$ cat src/cmf_pkg.sv
`default_nettype none
package cmf_pkg;

  // mailbox codes, receive side
  localparam logic [3:0] CODE_RX_INACTIVE  = 4'h0;
  localparam logic [3:0] CODE_RX_EMPTY     = 4'h4;
  localparam logic [3:0] CODE_RX_FULL      = 4'h2;
  localparam logic [3:0] CODE_RX_OVERRUN   = 4'h6;
  localparam logic [3:0] CODE_REMOTE_WAIT  = 4'hA; // remote_answer_wait
  // mailbox codes, transmit side
  localparam logic [3:0] CODE_TX_INACTIVE  = 4'h8;
  localparam logic [3:0] CODE_TX_ABORT     = 4'h9;
  localparam logic [3:0] CODE_TX_SEND      = 4'hC;
  localparam logic [3:0] CODE_TX_ANSWER    = 4'hE; // transmit_answer
  localparam int         CODE_BUSY_BIT     = 0;

  // register byte offsets
  localparam logic [11:0] OFS_CTRL         = 12'h000;
  localparam logic [11:0] OFS_TIMER        = 12'h004;
  localparam logic [11:0] OFS_MB_BASE      = 12'h080;

  // control register field positions
  localparam int CTRL_REMOTE_STORE_BIT     = 0;  // remote_request_store
  localparam int CTRL_BUSY_REPORT_BIT      = 1;  // tx_busy_report_enable

  // descriptor word zero field positions
  localparam int W0_FDF_BIT                = 31;
  localparam int W0_CODE_LSB               = 24;
  localparam int W0_RTR_BIT                = 20;
  localparam int W0_DLC_LSB                = 16;
  localparam int W0_STAMP_LSB              = 0;

  // values after reset
  localparam logic [15:0] TIMER_RST        = 16'h0000;
  localparam logic [3:0]  CODE_RST         = 4'h0;

  // bus answers
  localparam logic [1:0] RESP_OKAY         = 2'h0;
  localparam logic [1:0] RESP_SLVERR       = 2'h2;

  // frame attributes handed over by the frame engine on a move-in
  typedef struct packed {
    logic       fd_format_flag;
    logic       rtr;
    logic [3:0] dlc;
  } cmf_frame_t;

  // one mailbox as held by this block
  typedef struct packed {
    logic       fd_format_flag;
    logic [3:0] code;
    logic       rtr;
    logic [3:0] dlc;
    logic [15:0] stamp;
    logic       serviced;
  } cmf_mb_t;

  // payload size in bytes for a length code
  function automatic logic [6:0] cmf_payload_bytes(input logic [3:0] dlc);
    logic [6:0] n;
    n = 7'h00;
    unique case (dlc)
      4'h9:    n = 7'h0C;
      4'hA:    n = 7'h10;
      4'hB:    n = 7'h14;
      4'hC:    n = 7'h18;
      4'hD:    n = 7'h20;
      4'hE:    n = 7'h30;
      4'hF:    n = 7'h40;
      default: n = {3'h0, dlc};
    endcase
    return n;
  endfunction

  // byte-lane merge for a partial bus write
  function automatic logic [31:0] cmf_merge(input logic [31:0] old_w, input logic [31:0] new_w,
                                            input logic [3:0] strb);
    logic [31:0] r;
    r = old_w;
    for (int b = 0; b < 4; b++)
    begin
      if (strb[b])
      begin
        r[8*b +: 8] = new_w[8*b +: 8];
      end
    end
    return r;
  endfunction

endpackage
`default_nettype wire

$ cat src/cmf_mailbox_code.sv
`timescale 1ns/100ps
`default_nettype none
module cmf_mailbox_code
  import cmf_pkg::*;
#(
  parameter int MB_NUM = 32,                         // number of mailboxes
  parameter int IW     = $clog2(MB_NUM)              // mailbox index width
)(
  input  wire logic              CLK,                // 125 MHz module clock
  input  wire logic              NRST,               // async reset, active low
  input  wire logic [11:0]       AWADDR,             // write address
  input  wire logic              AWVALID,            // write address valid
  output logic                   AWREADY,            // write address ready
  input  wire logic [31:0]       WDATA,              // write data
  input  wire logic [3:0]        WSTRB,              // write byte lanes
  input  wire logic              WVALID,             // write data valid
  output logic                   WREADY,             // write data ready
  output logic [1:0]             BRESP,              // write answer
  output logic                   BVALID,             // write answer valid
  input  wire logic              BREADY,             // write answer ready
  input  wire logic [11:0]       ARADDR,             // read address
  input  wire logic              ARVALID,            // read address valid
  output logic                   ARREADY,            // read address ready
  output logic [31:0]            RDATA,              // read data
  output logic [1:0]             RRESP,              // read answer
  output logic                   RVALID,             // read data valid
  input  wire logic              RREADY,             // read data ready
  input  wire logic              ID_START,           // identifier begins on bus
  input  wire logic [IW-1:0]     ID_MB,              // mailbox of that frame
  input  wire logic              MOVE_START,         // move-in begins
  input  wire logic              MOVE_DONE,          // move-in complete
  input  wire logic [IW-1:0]     MOVE_MB,            // move-in target
  input  wire cmf_frame_t        MOVE_FRAME,         // received frame attributes
  input  wire logic              REMOTE_HIT,         // remote request matched
  input  wire logic [IW-1:0]     REMOTE_MB,          // mailbox it matched
  input  wire logic              TX_DONE,            // frame sent successfully
  input  wire logic [IW-1:0]     TX_MB,              // mailbox it came from
  input  wire logic [IW-1:0]     TX_SEL,             // mailbox the engine inspects
  output logic [MB_NUM-1:0]      RX_ELIGIBLE,        // may take part in matching
  output logic [MB_NUM-1:0]      TX_ELIGIBLE,        // may take part in arbitration
  output logic [MB_NUM-1:0]      TX_REMOTE_FRAME,    // sends a remote frame
  output logic [6:0]             TX_PAYLOAD_BYTES    // data bytes of TX_SEL
);

  // all state in one packed struct:
  // mailbox table, timer, control bits,
  // bus slave registers and the maps;
  // the table sits in flops, not ram, so
  // matching can see every mailbox in
  // the same cycle
  typedef struct packed {
    cmf_mb_t [MB_NUM-1:0] mb;
    logic [15:0]          timer;
    logic                 remote_request_store;
    logic                 tx_busy_report_enable;
    logic                 lock_v;
    logic [IW-1:0]        lock_idx;
    logic                 awready;
    logic                 wready;
    logic [11:0]          awaddr;
    logic [31:0]          wdata;
    logic [3:0]           wstrb;
    logic [1:0]           bresp;
    logic                 bvalid;
    logic                 arready;
    logic [31:0]          rdata;
    logic [1:0]           rresp;
    logic                 rvalid;
    logic [MB_NUM-1:0]    rx_elig;
    logic [MB_NUM-1:0]    tx_elig;
    logic [MB_NUM-1:0]    tx_rem;
    logic [6:0]           pay;
  } cmf_state_t;

  // after reset every channel is ready and
  // every mailbox is rx inactive, so none
  // matches or arbitrates before software
  localparam cmf_state_t ST_RST = '{timer: TIMER_RST, awready: 1'b1, wready: 1'b1,
                                     arready: 1'b1, default: '0};

  cmf_state_t        s_q;
  cmf_state_t        s_d;
  logic [MB_NUM-1:0] rx_elig_w;
  logic [MB_NUM-1:0] tx_elig_w;
  logic [MB_NUM-1:0] tx_rem_w;

  // the mailbox window starts at a fixed base;
  // addresses past the last mailbox get an
  // error answer instead of aliasing
  // mailbox word index of an address, and whether it lands on a mailbox
  function automatic logic mb_hit(input logic [11:0] a);
    logic [9:0] w;
    w = a[11:2] - OFS_MB_BASE[11:2];
    return (a[11:2] >= OFS_MB_BASE[11:2]) && (int'(w) < MB_NUM);
  endfunction

  // index of the mailbox behind an address
  function automatic logic [IW-1:0] mb_idx(input logic [11:0] a);
    logic [9:0] w;
    w = a[11:2] - OFS_MB_BASE[11:2];
    return w[IW-1:0];
  endfunction

  // reserved bits read as zero; the stamp
  // is read-only, a write to it is dropped
  // descriptor word zero as software sees it
  function automatic logic [31:0] word0(input cmf_mb_t m);
    logic [31:0] r;
    r = 32'h0000_0000;
    r[W0_FDF_BIT]                  = m.fd_format_flag;
    r[W0_CODE_LSB +: 4]            = m.code;
    r[W0_RTR_BIT]                  = m.rtr;
    r[W0_DLC_LSB +: 4]             = m.dlc;
    r[W0_STAMP_LSB +: 16]          = m.stamp;
    return r;
  endfunction

  // the maps are registered, so the engine
  // sees a code change two clocks after
  // the event and must tolerate that lag
  // per-mailbox participation, looked at by the frame engine
  for (genvar i = 0; i < MB_NUM; i++)
  begin : g_elig
    logic [3:0] c;
    assign c = s_q.mb[i].code;
    // busy, inactive and tx codes stay out; remote wait only while store is off
    assign rx_elig_w[i] = !c[CODE_BUSY_BIT]
                          && (c != CODE_RX_INACTIVE)
                          && ((c == CODE_RX_EMPTY) || (c == CODE_RX_FULL) || (c == CODE_RX_OVERRUN)
                              || ((c == CODE_REMOTE_WAIT) && !s_q.remote_request_store));
    // rx and tx codes never overlap, so a
    // mailbox sits in one map at most
    // only send and answer codes arbitrate; inactive, abort and remote wait do not
    assign tx_elig_w[i] = (c == CODE_TX_SEND) || (c == CODE_TX_ANSWER);
    assign tx_rem_w[i]  = s_q.mb[i].rtr;
  end

  // next state: bus slave, control bits, then the frame engine events
  always_comb
  begin
    logic [31:0] nw;
    logic [3:0]  base;
    nw   = 32'h0000_0000;
    base = 4'h0;
    s_d  = s_q;
    // the timer wraps at 16 bits, so stamps
    // only give differences modulo 65536
    s_d.timer = s_q.timer + 16'h0001;

    // each channel is held until its answer
    // is taken: one write in flight at most
    // write address and data are taken in either order
    if (AWVALID && s_q.awready)
    begin
      s_d.awaddr  = AWADDR;
      s_d.awready = 1'b0;
    end
    if (WVALID && s_q.wready)
    begin
      s_d.wdata  = WDATA;
      s_d.wstrb  = WSTRB;
      s_d.wready = 1'b0;
    end
    // unmapped writes get an error; timer
    // writes are taken and dropped, since
    // the counter runs free
    // both held and no answer outstanding: perform the write
    if (!s_q.awready && !s_q.wready && !s_q.bvalid)
    begin
      s_d.bvalid = 1'b1;
      s_d.bresp  = RESP_OKAY;
      if (s_q.awaddr == OFS_CTRL)
      begin
        // only two control bits exist; the
        // rest of the word is dropped
        nw = cmf_merge({30'h0, s_q.tx_busy_report_enable, s_q.remote_request_store},
                       s_q.wdata, s_q.wstrb);
        s_d.remote_request_store  = nw[CTRL_REMOTE_STORE_BIT];
        s_d.tx_busy_report_enable = nw[CTRL_BUSY_REPORT_BIT];
      end
      else if (mb_hit(s_q.awaddr))
      begin
        // a code written here acts exactly like one set by the hardware
        // a cpu write also clears serviced, so
        // a fresh setup starts as not serviced
        nw = cmf_merge(word0(s_q.mb[mb_idx(s_q.awaddr)]), s_q.wdata, s_q.wstrb);
        s_d.mb[mb_idx(s_q.awaddr)].fd_format_flag = nw[W0_FDF_BIT];
        s_d.mb[mb_idx(s_q.awaddr)].code           = nw[W0_CODE_LSB +: 4];
        s_d.mb[mb_idx(s_q.awaddr)].rtr            = nw[W0_RTR_BIT];
        s_d.mb[mb_idx(s_q.awaddr)].dlc            = nw[W0_DLC_LSB +: 4];
        s_d.mb[mb_idx(s_q.awaddr)].serviced       = 1'b0;
      end
      else if (s_q.awaddr != OFS_TIMER)
      begin
        s_d.bresp = RESP_SLVERR;
      end
    end
    if (s_q.bvalid && BREADY)
    begin
      s_d.bvalid  = 1'b0;
      s_d.awready = 1'b1;
      s_d.wready  = 1'b1;
    end

    // a read never waits: rdata is built at
    // the address handshake from old state
    // read: data latched at the address handshake, answered next cycle
    if (ARVALID && s_q.arready)
    begin
      s_d.arready = 1'b0;
      s_d.rvalid  = 1'b1;
      s_d.rresp   = RESP_OKAY;
      s_d.rdata   = 32'h0000_0000;
      if (ARADDR == OFS_CTRL)
      begin
        s_d.rdata[CTRL_REMOTE_STORE_BIT] = s_q.remote_request_store;
        s_d.rdata[CTRL_BUSY_REPORT_BIT]  = s_q.tx_busy_report_enable;
      end
      else if (ARADDR == OFS_TIMER)
      begin
        // timer read releases the lock and marks the held mailbox serviced
        // software uses this read as the
        // unlock step after a mailbox read
        s_d.rdata[15:0] = s_q.timer;
        if (s_q.lock_v)
        begin
          s_d.mb[s_q.lock_idx].serviced = 1'b1;
        end
        s_d.lock_v = 1'b0;
      end
      else if (mb_hit(ARADDR))
      begin
        // reading another mailbox also releases the previous one
        // re-reading the same mailbox keeps
        // it locked and does not service it
        s_d.rdata = word0(s_q.mb[mb_idx(ARADDR)]);
        if (s_q.lock_v && (s_q.lock_idx != mb_idx(ARADDR)))
        begin
          s_d.mb[s_q.lock_idx].serviced = 1'b1;
        end
        s_d.lock_v   = 1'b1;
        s_d.lock_idx = mb_idx(ARADDR);
      end
      else
      begin
        s_d.rresp = RESP_SLVERR;
      end
    end
    if (s_q.rvalid && RREADY)
    begin
      s_d.rvalid  = 1'b0;
      s_d.arready = 1'b1;
    end

    // a cpu write and a hardware update in
    // one cycle leave the hardware result,
    // which the cpu sees on its next read;
    // the engine cannot be stalled
    // frame engine events come after the bus so that they win a collision
    // stamp taken as the identifier starts,
    // for tx and rx frames alike
    if (ID_START)
    begin
      s_d.mb[ID_MB].stamp = s_q.timer;
    end
    // the busy bit keeps the mailbox out of
    // matching while its contents change
    if (MOVE_START)
    begin
      s_d.mb[MOVE_MB].code[CODE_BUSY_BIT] = 1'b1;
    end
    if (MOVE_DONE)
    begin
      // the pre-move code, with the busy bit stripped, decides the outcome
      // serviced picks full or overrun; it is
      // cleared again for the new frame
      base = s_d.mb[MOVE_MB].code & 4'hE;
      unique case (base)
        CODE_RX_EMPTY:
          s_d.mb[MOVE_MB].code = CODE_RX_FULL;
        CODE_RX_FULL, CODE_RX_OVERRUN:
          s_d.mb[MOVE_MB].code = s_d.mb[MOVE_MB].serviced ? CODE_RX_FULL
                                                          : CODE_RX_OVERRUN;
        default:
          s_d.mb[MOVE_MB].code = base;
      endcase
      s_d.mb[MOVE_MB].fd_format_flag = MOVE_FRAME.fd_format_flag;
      s_d.mb[MOVE_MB].rtr            = MOVE_FRAME.rtr;
      s_d.mb[MOVE_MB].dlc            = MOVE_FRAME.dlc;
      s_d.mb[MOVE_MB].serviced       = 1'b0;
    end
    // remote request into a waiting answer mailbox arms the response
    // with the store bit set this code
    // neither matches nor arbitrates
    if (REMOTE_HIT && !s_q.remote_request_store && (s_d.mb[REMOTE_MB].code == CODE_REMOTE_WAIT))
    begin
      s_d.mb[REMOTE_MB].code = CODE_TX_ANSWER;
    end
    // a done for a mailbox that is not
    // sending is ignored, so aborts stay
    if (TX_DONE)
    begin
      unique case (s_d.mb[TX_MB].code)
        CODE_TX_SEND:
          s_d.mb[TX_MB].code = s_d.mb[TX_MB].rtr ? CODE_RX_EMPTY
                                                 : CODE_TX_INACTIVE;
        CODE_TX_ANSWER:
          s_d.mb[TX_MB].code = CODE_REMOTE_WAIT;
        default:
          s_d.mb[TX_MB].code = s_d.mb[TX_MB].code;
      endcase
    end

    // participation maps and the inspected mailbox's payload, all registered
    // payload is zero for a remote frame,
    // whatever the length code says
    s_d.rx_elig = rx_elig_w;
    s_d.tx_elig = tx_elig_w;
    s_d.tx_rem  = tx_rem_w;
    s_d.pay     = s_q.mb[TX_SEL].rtr ? 7'h00
                                     : cmf_payload_bytes(s_q.mb[TX_SEL].dlc);
  end

  // async reset loads constants only; the
  // wide struct is one register on purpose
  // single state register
  always_ff @(posedge CLK or negedge NRST)
  begin
    if (!NRST)
    begin
      s_q <= ST_RST;
    end
    else
    begin
      s_q <= s_d;
    end
  end

  // no logic between flops and pins, so
  // output timing is one clock-to-out
  // every output is a field of the state register
  assign AWREADY          = s_q.awready;
  assign WREADY           = s_q.wready;
  assign BRESP            = s_q.bresp;
  assign BVALID           = s_q.bvalid;
  assign ARREADY          = s_q.arready;
  assign RDATA            = s_q.rdata;
  assign RRESP            = s_q.rresp;
  assign RVALID           = s_q.rvalid;
  assign RX_ELIGIBLE      = s_q.rx_elig;
  assign TX_ELIGIBLE      = s_q.tx_elig;
  assign TX_REMOTE_FRAME  = s_q.tx_rem;
  assign TX_PAYLOAD_BYTES = s_q.pay;

endmodule // cmf_mailbox_code
`default_nettype wire

$ cat config.mk
export PLATFORM = sky130hd
export DESIGN_NAME = cmf_mailbox_code
export DESIGN_NICKNAME = d
export VERILOG_FILES = /design/src/cmf_pkg.sv /design/src/cmf_mailbox_code.sv
export SDC_FILE = /design/constraint.sdc
export NUM_CORES = 2
export LEC_CHECK = 0
export BUFFER_PORTS_ARGS = -buffer_cell sky130_fd_sc_hd__buf_2
export CAP_MARGIN = 20
export CORE_UTILIZATION = 50
export CTS_CLUSTER_SIZE = 30
export DETAILED_ROUTE_END_ITERATION = 7
export PLACE_DENSITY = 0.67
export SYNTH_ARGS = -nofsm -noshare
export SYNTH_HDL_FRONTEND = slang
export SYNTH_SLANG_ARGS = --single-unit
$ cat constraint.sdc
create_clock -name CLK -period 7.19 [get_ports CLK]
set_input_delay 1.0785 -clock CLK [delete_from_list [all_inputs] [get_ports CLK]]
set_output_delay 1.0785 -clock CLK [all_outputs]
set_load 0.03 [all_outputs]
==> results.toml <==
[floorplan]
die_x_um = 352
floorplan.initialDensity_pct = 50.4
num_io_pins = 247
core_area_um2 = 122000
rows = 128
die-area_um2 = 124000
die_h_um = 352

[routing]
detail-route-antenna-nets = 0
routed_wl_mm = 265
vias_per_cell = 6.79
drc_errors = 0
drtIter0Drc = 6645
vias = 51100
firstDrtPassIters = 6
avgRoutedWirePerCell_um = 35.2

[clock_network]
cts_htree_levels = 3
root_buffer = "clkbuf_16"
cts_buffers = 110
clock_sink_count = 1051
ctsHoldBuffers = 0
cts_tree = "done"
clock_latency_ns = 0.79
cts_max_path_buffers = 3
clkTransAtPathRegs_ns = 0.06

[global_routing]
grt_pass1_vias = 49800
met2_usage_pct = 64.4
grt_start_max_net_pins = 187
grt_use_met3_pct = 10.3
grt_busiest_layer = "met2"
grt_pass1_wl_mm = 375
overflow = 0
antenna_found_initial = 10
track_usage_pct = 42.4
use_met1_pct = 55.6

[timing]
slew_headroom_pct = 19.2
rsz0062_at_grt = "no"
fmax_ghz = 0.140
setup_ws_ns = 0.0455
fin_setup_tns_ns = 0
fin_crit_ns = 7.14
finClkSkew_ns = 0.0675
tightest_slew_ns = 1.21
finalSetupViolations = 0
fin_crit_sh_pct = 99.4
hold_viol_final = 0
drv_slew = 0

[setup_path]
crit_fanout = 16
r2r_start = "s_q[182]"
crit_path_start = "s_q[182]"
critPathCaptureType = "flop"
crit_path_start_kind = "flop"
worstPathRequired_ns = 7.85
crit_arrival_ns = 7.80
crit_type = "reg -> reg"

[synth]
synth_fa_ha_area_share_pct = 0.0611
yosys.area_share.simple_pct = 11.5
synth-edff-count = 0
synth_compound_area_share_pct = 10.8
synth.distinct_cells = 105
ys_warn_count = 0
syn_avg_cell_area_um2 = 10.9
synth_mux_area_share_pct = 29.2
synth_top_family_by_area = "multiplexers"
ys_seq_elements = 1051
synth_area_um2 = 61400
synthFlopType = "dfrtp_1"
async_reset_ff_share_pct = 100
netlist_instances = 5614
yosysSeqAreaShare_pct = 42.8
synthXorXnorAreaFrac_pct = 0.416

[final_layout]
final_nets = 5918
layout_common_cells = "dfrtp_1, nand2_1, mux2_2"
area_growth_pct = 13.3
drive_above_1_share_pct = 32.6
final_common_cell = "dfrtp_1"

[pwr]
p_leak_nw = 30.6
power.density_nw_per_um2 = 343
irDropWorstVdd_uv = 505
total_power_mw = 23.9

[place]
portBuffers = 217
dpl_worst_slack_ns = 0.324
dp_hpwl_mm = 189
gp_congestion = 1.06

[outcome]
status = "finished clean"

[flow_run]
drv_cap = 0

[worst_hold_path]
hp-class = "in -> async"
kinds of logic after synthesis:
| logic type | count (synthesis) |
|---|---|
| multiplexers | 1228 |
| AO/OA/AOI/OAI | 1086 |
| AND/OR/NAND/NOR | 1539 |
| other | 1 |
| adder cells (fa/ha/maj) | 3 |
| buffers and inverters | 679 |
| flip-flops | 1051 |
| XOR/XNOR | 27 |
through the flow:
step,util [%],instance area [um^2],hold slack [ns],std cells
2_1_floorplan,-,61400,0.395,5621
3_3_place_gp,53.8,65500,0.431,7299
3_5_place_dp,53.9,65600,0.440,7305
4_1_cts,56.8,69300,0.375,7503
5_1_grt,57.1,69500,0.404,7523
6_report,57.1,69600,0.359,7527
report_power, final:
part	total, mW	switching (mW)	internal [mW]
Clock	5.76	2.55	3.21
Combinational	9.77	6.06	3.71
Sequential	8.33	1.36	6.97
synthesized netlist by cell type (55+ instances only):
cell / instances / area, um^2
a21oi_1: 273 / 1370
nor2_1: 488 / 1830
o21ai_0: 389 / 1950
nand3_1: 93 / 465
nand2_1: 575 / 2160
mux2i_1: 282 / 2820
dfrtp_1: 1048 / 26200
nand4_1: 55 / 344
buf_1: 72 / 270
nor3_1: 85 / 425
buf_4: 150 / 1130
mux2_2: 549 / 6180
clkbuf_1: 358 / 1340
mux4_2: 391 / 8810
metal layers:
| layer | part of all wire [%] | vias to the layer above |
|---|---|---|
| met1 | 38 | 26100 |
| met2 | 45 | 3274 |
| met3 | 10 | 768 |
| met5 | 0.010 | - |
| met4 | 7.2 | 4 |
| li1 | - | 20900 |
path summary, 6_finish.rpt:
path                       slack (ns)              end  cells after the start
setup / recovery                 0.05  g_elig[10].c[2]                     24
hold / removal                   0.36         s_q[165]                      1
setup reg to reg                 0.05  g_elig[10].c[2]                     24
hold reg to reg                  0.46         RDATA[1]                      2
max in group asynchronous        5.18  g_elig[26].c[0]                      3
min in group CLK                 0.46         RDATA[1]                      2
flip-flops by register name, summed over array words and instances, names as in the netlist, named ones only:
signal and cells:
TX_PAYLOAD_BYTES 7, TX_REMOTE_FRAME 32, RVALID 1, ARREADY 1, s_q 754, BRESP 1
RDATA 26, WREADY 1, TX_ELIGIBLE 32, g_elig.c 128, AWREADY 1, BVALID 1
RX_ELIGIBLE 32, s_d 32, RRESP 1
critical path: stages, from the launching register on:
cell	delay [ns]
dfrtp_1	0.63
buf_4	0.28
nor2_1	0.72
nand3_1	0.28
and3_1	0.28
buf_4	0.17
a41oi_1	0.18
nor4_1	0.09
buf_4	0.17
buf_4	0.13
or4_4	0.48
and3_1	0.30
nor3_1	0.26
buf_4	0.15
a2bb2oi_1	0.31
a22oi_1	0.16
a41oi_2	0.24
buf_4	0.17
o2111ai_1	0.21
a41oi_1	0.32
nand4_1	0.19
a31o_1	0.29
or4_1	0.59
buf_4	0.26
a21oi_1	0.18
final cells by class:
class | instances | area (um^2)
Fill cell | 10200 | 52300
Multi-Input combinational cell | 3891 | 32100
Sequential cell | 1051 | 26300
Timing Repair Buffer | 712 | 5320
Clock buffer | 157 | 3120
Tap cell | 1625 | 2030
Clock inverter | 41 | 502
Inverter | 46 | 173
Antenna cell | 4 | 10.0
what timing repair did:
action / in CTS / in global routing
endpoints found under the setup margin: 0 / 62
gates resized for setup: 0 / 4
setup buffers: 0 / 10
Note: power is estimated with default switching activity, not from simulation.
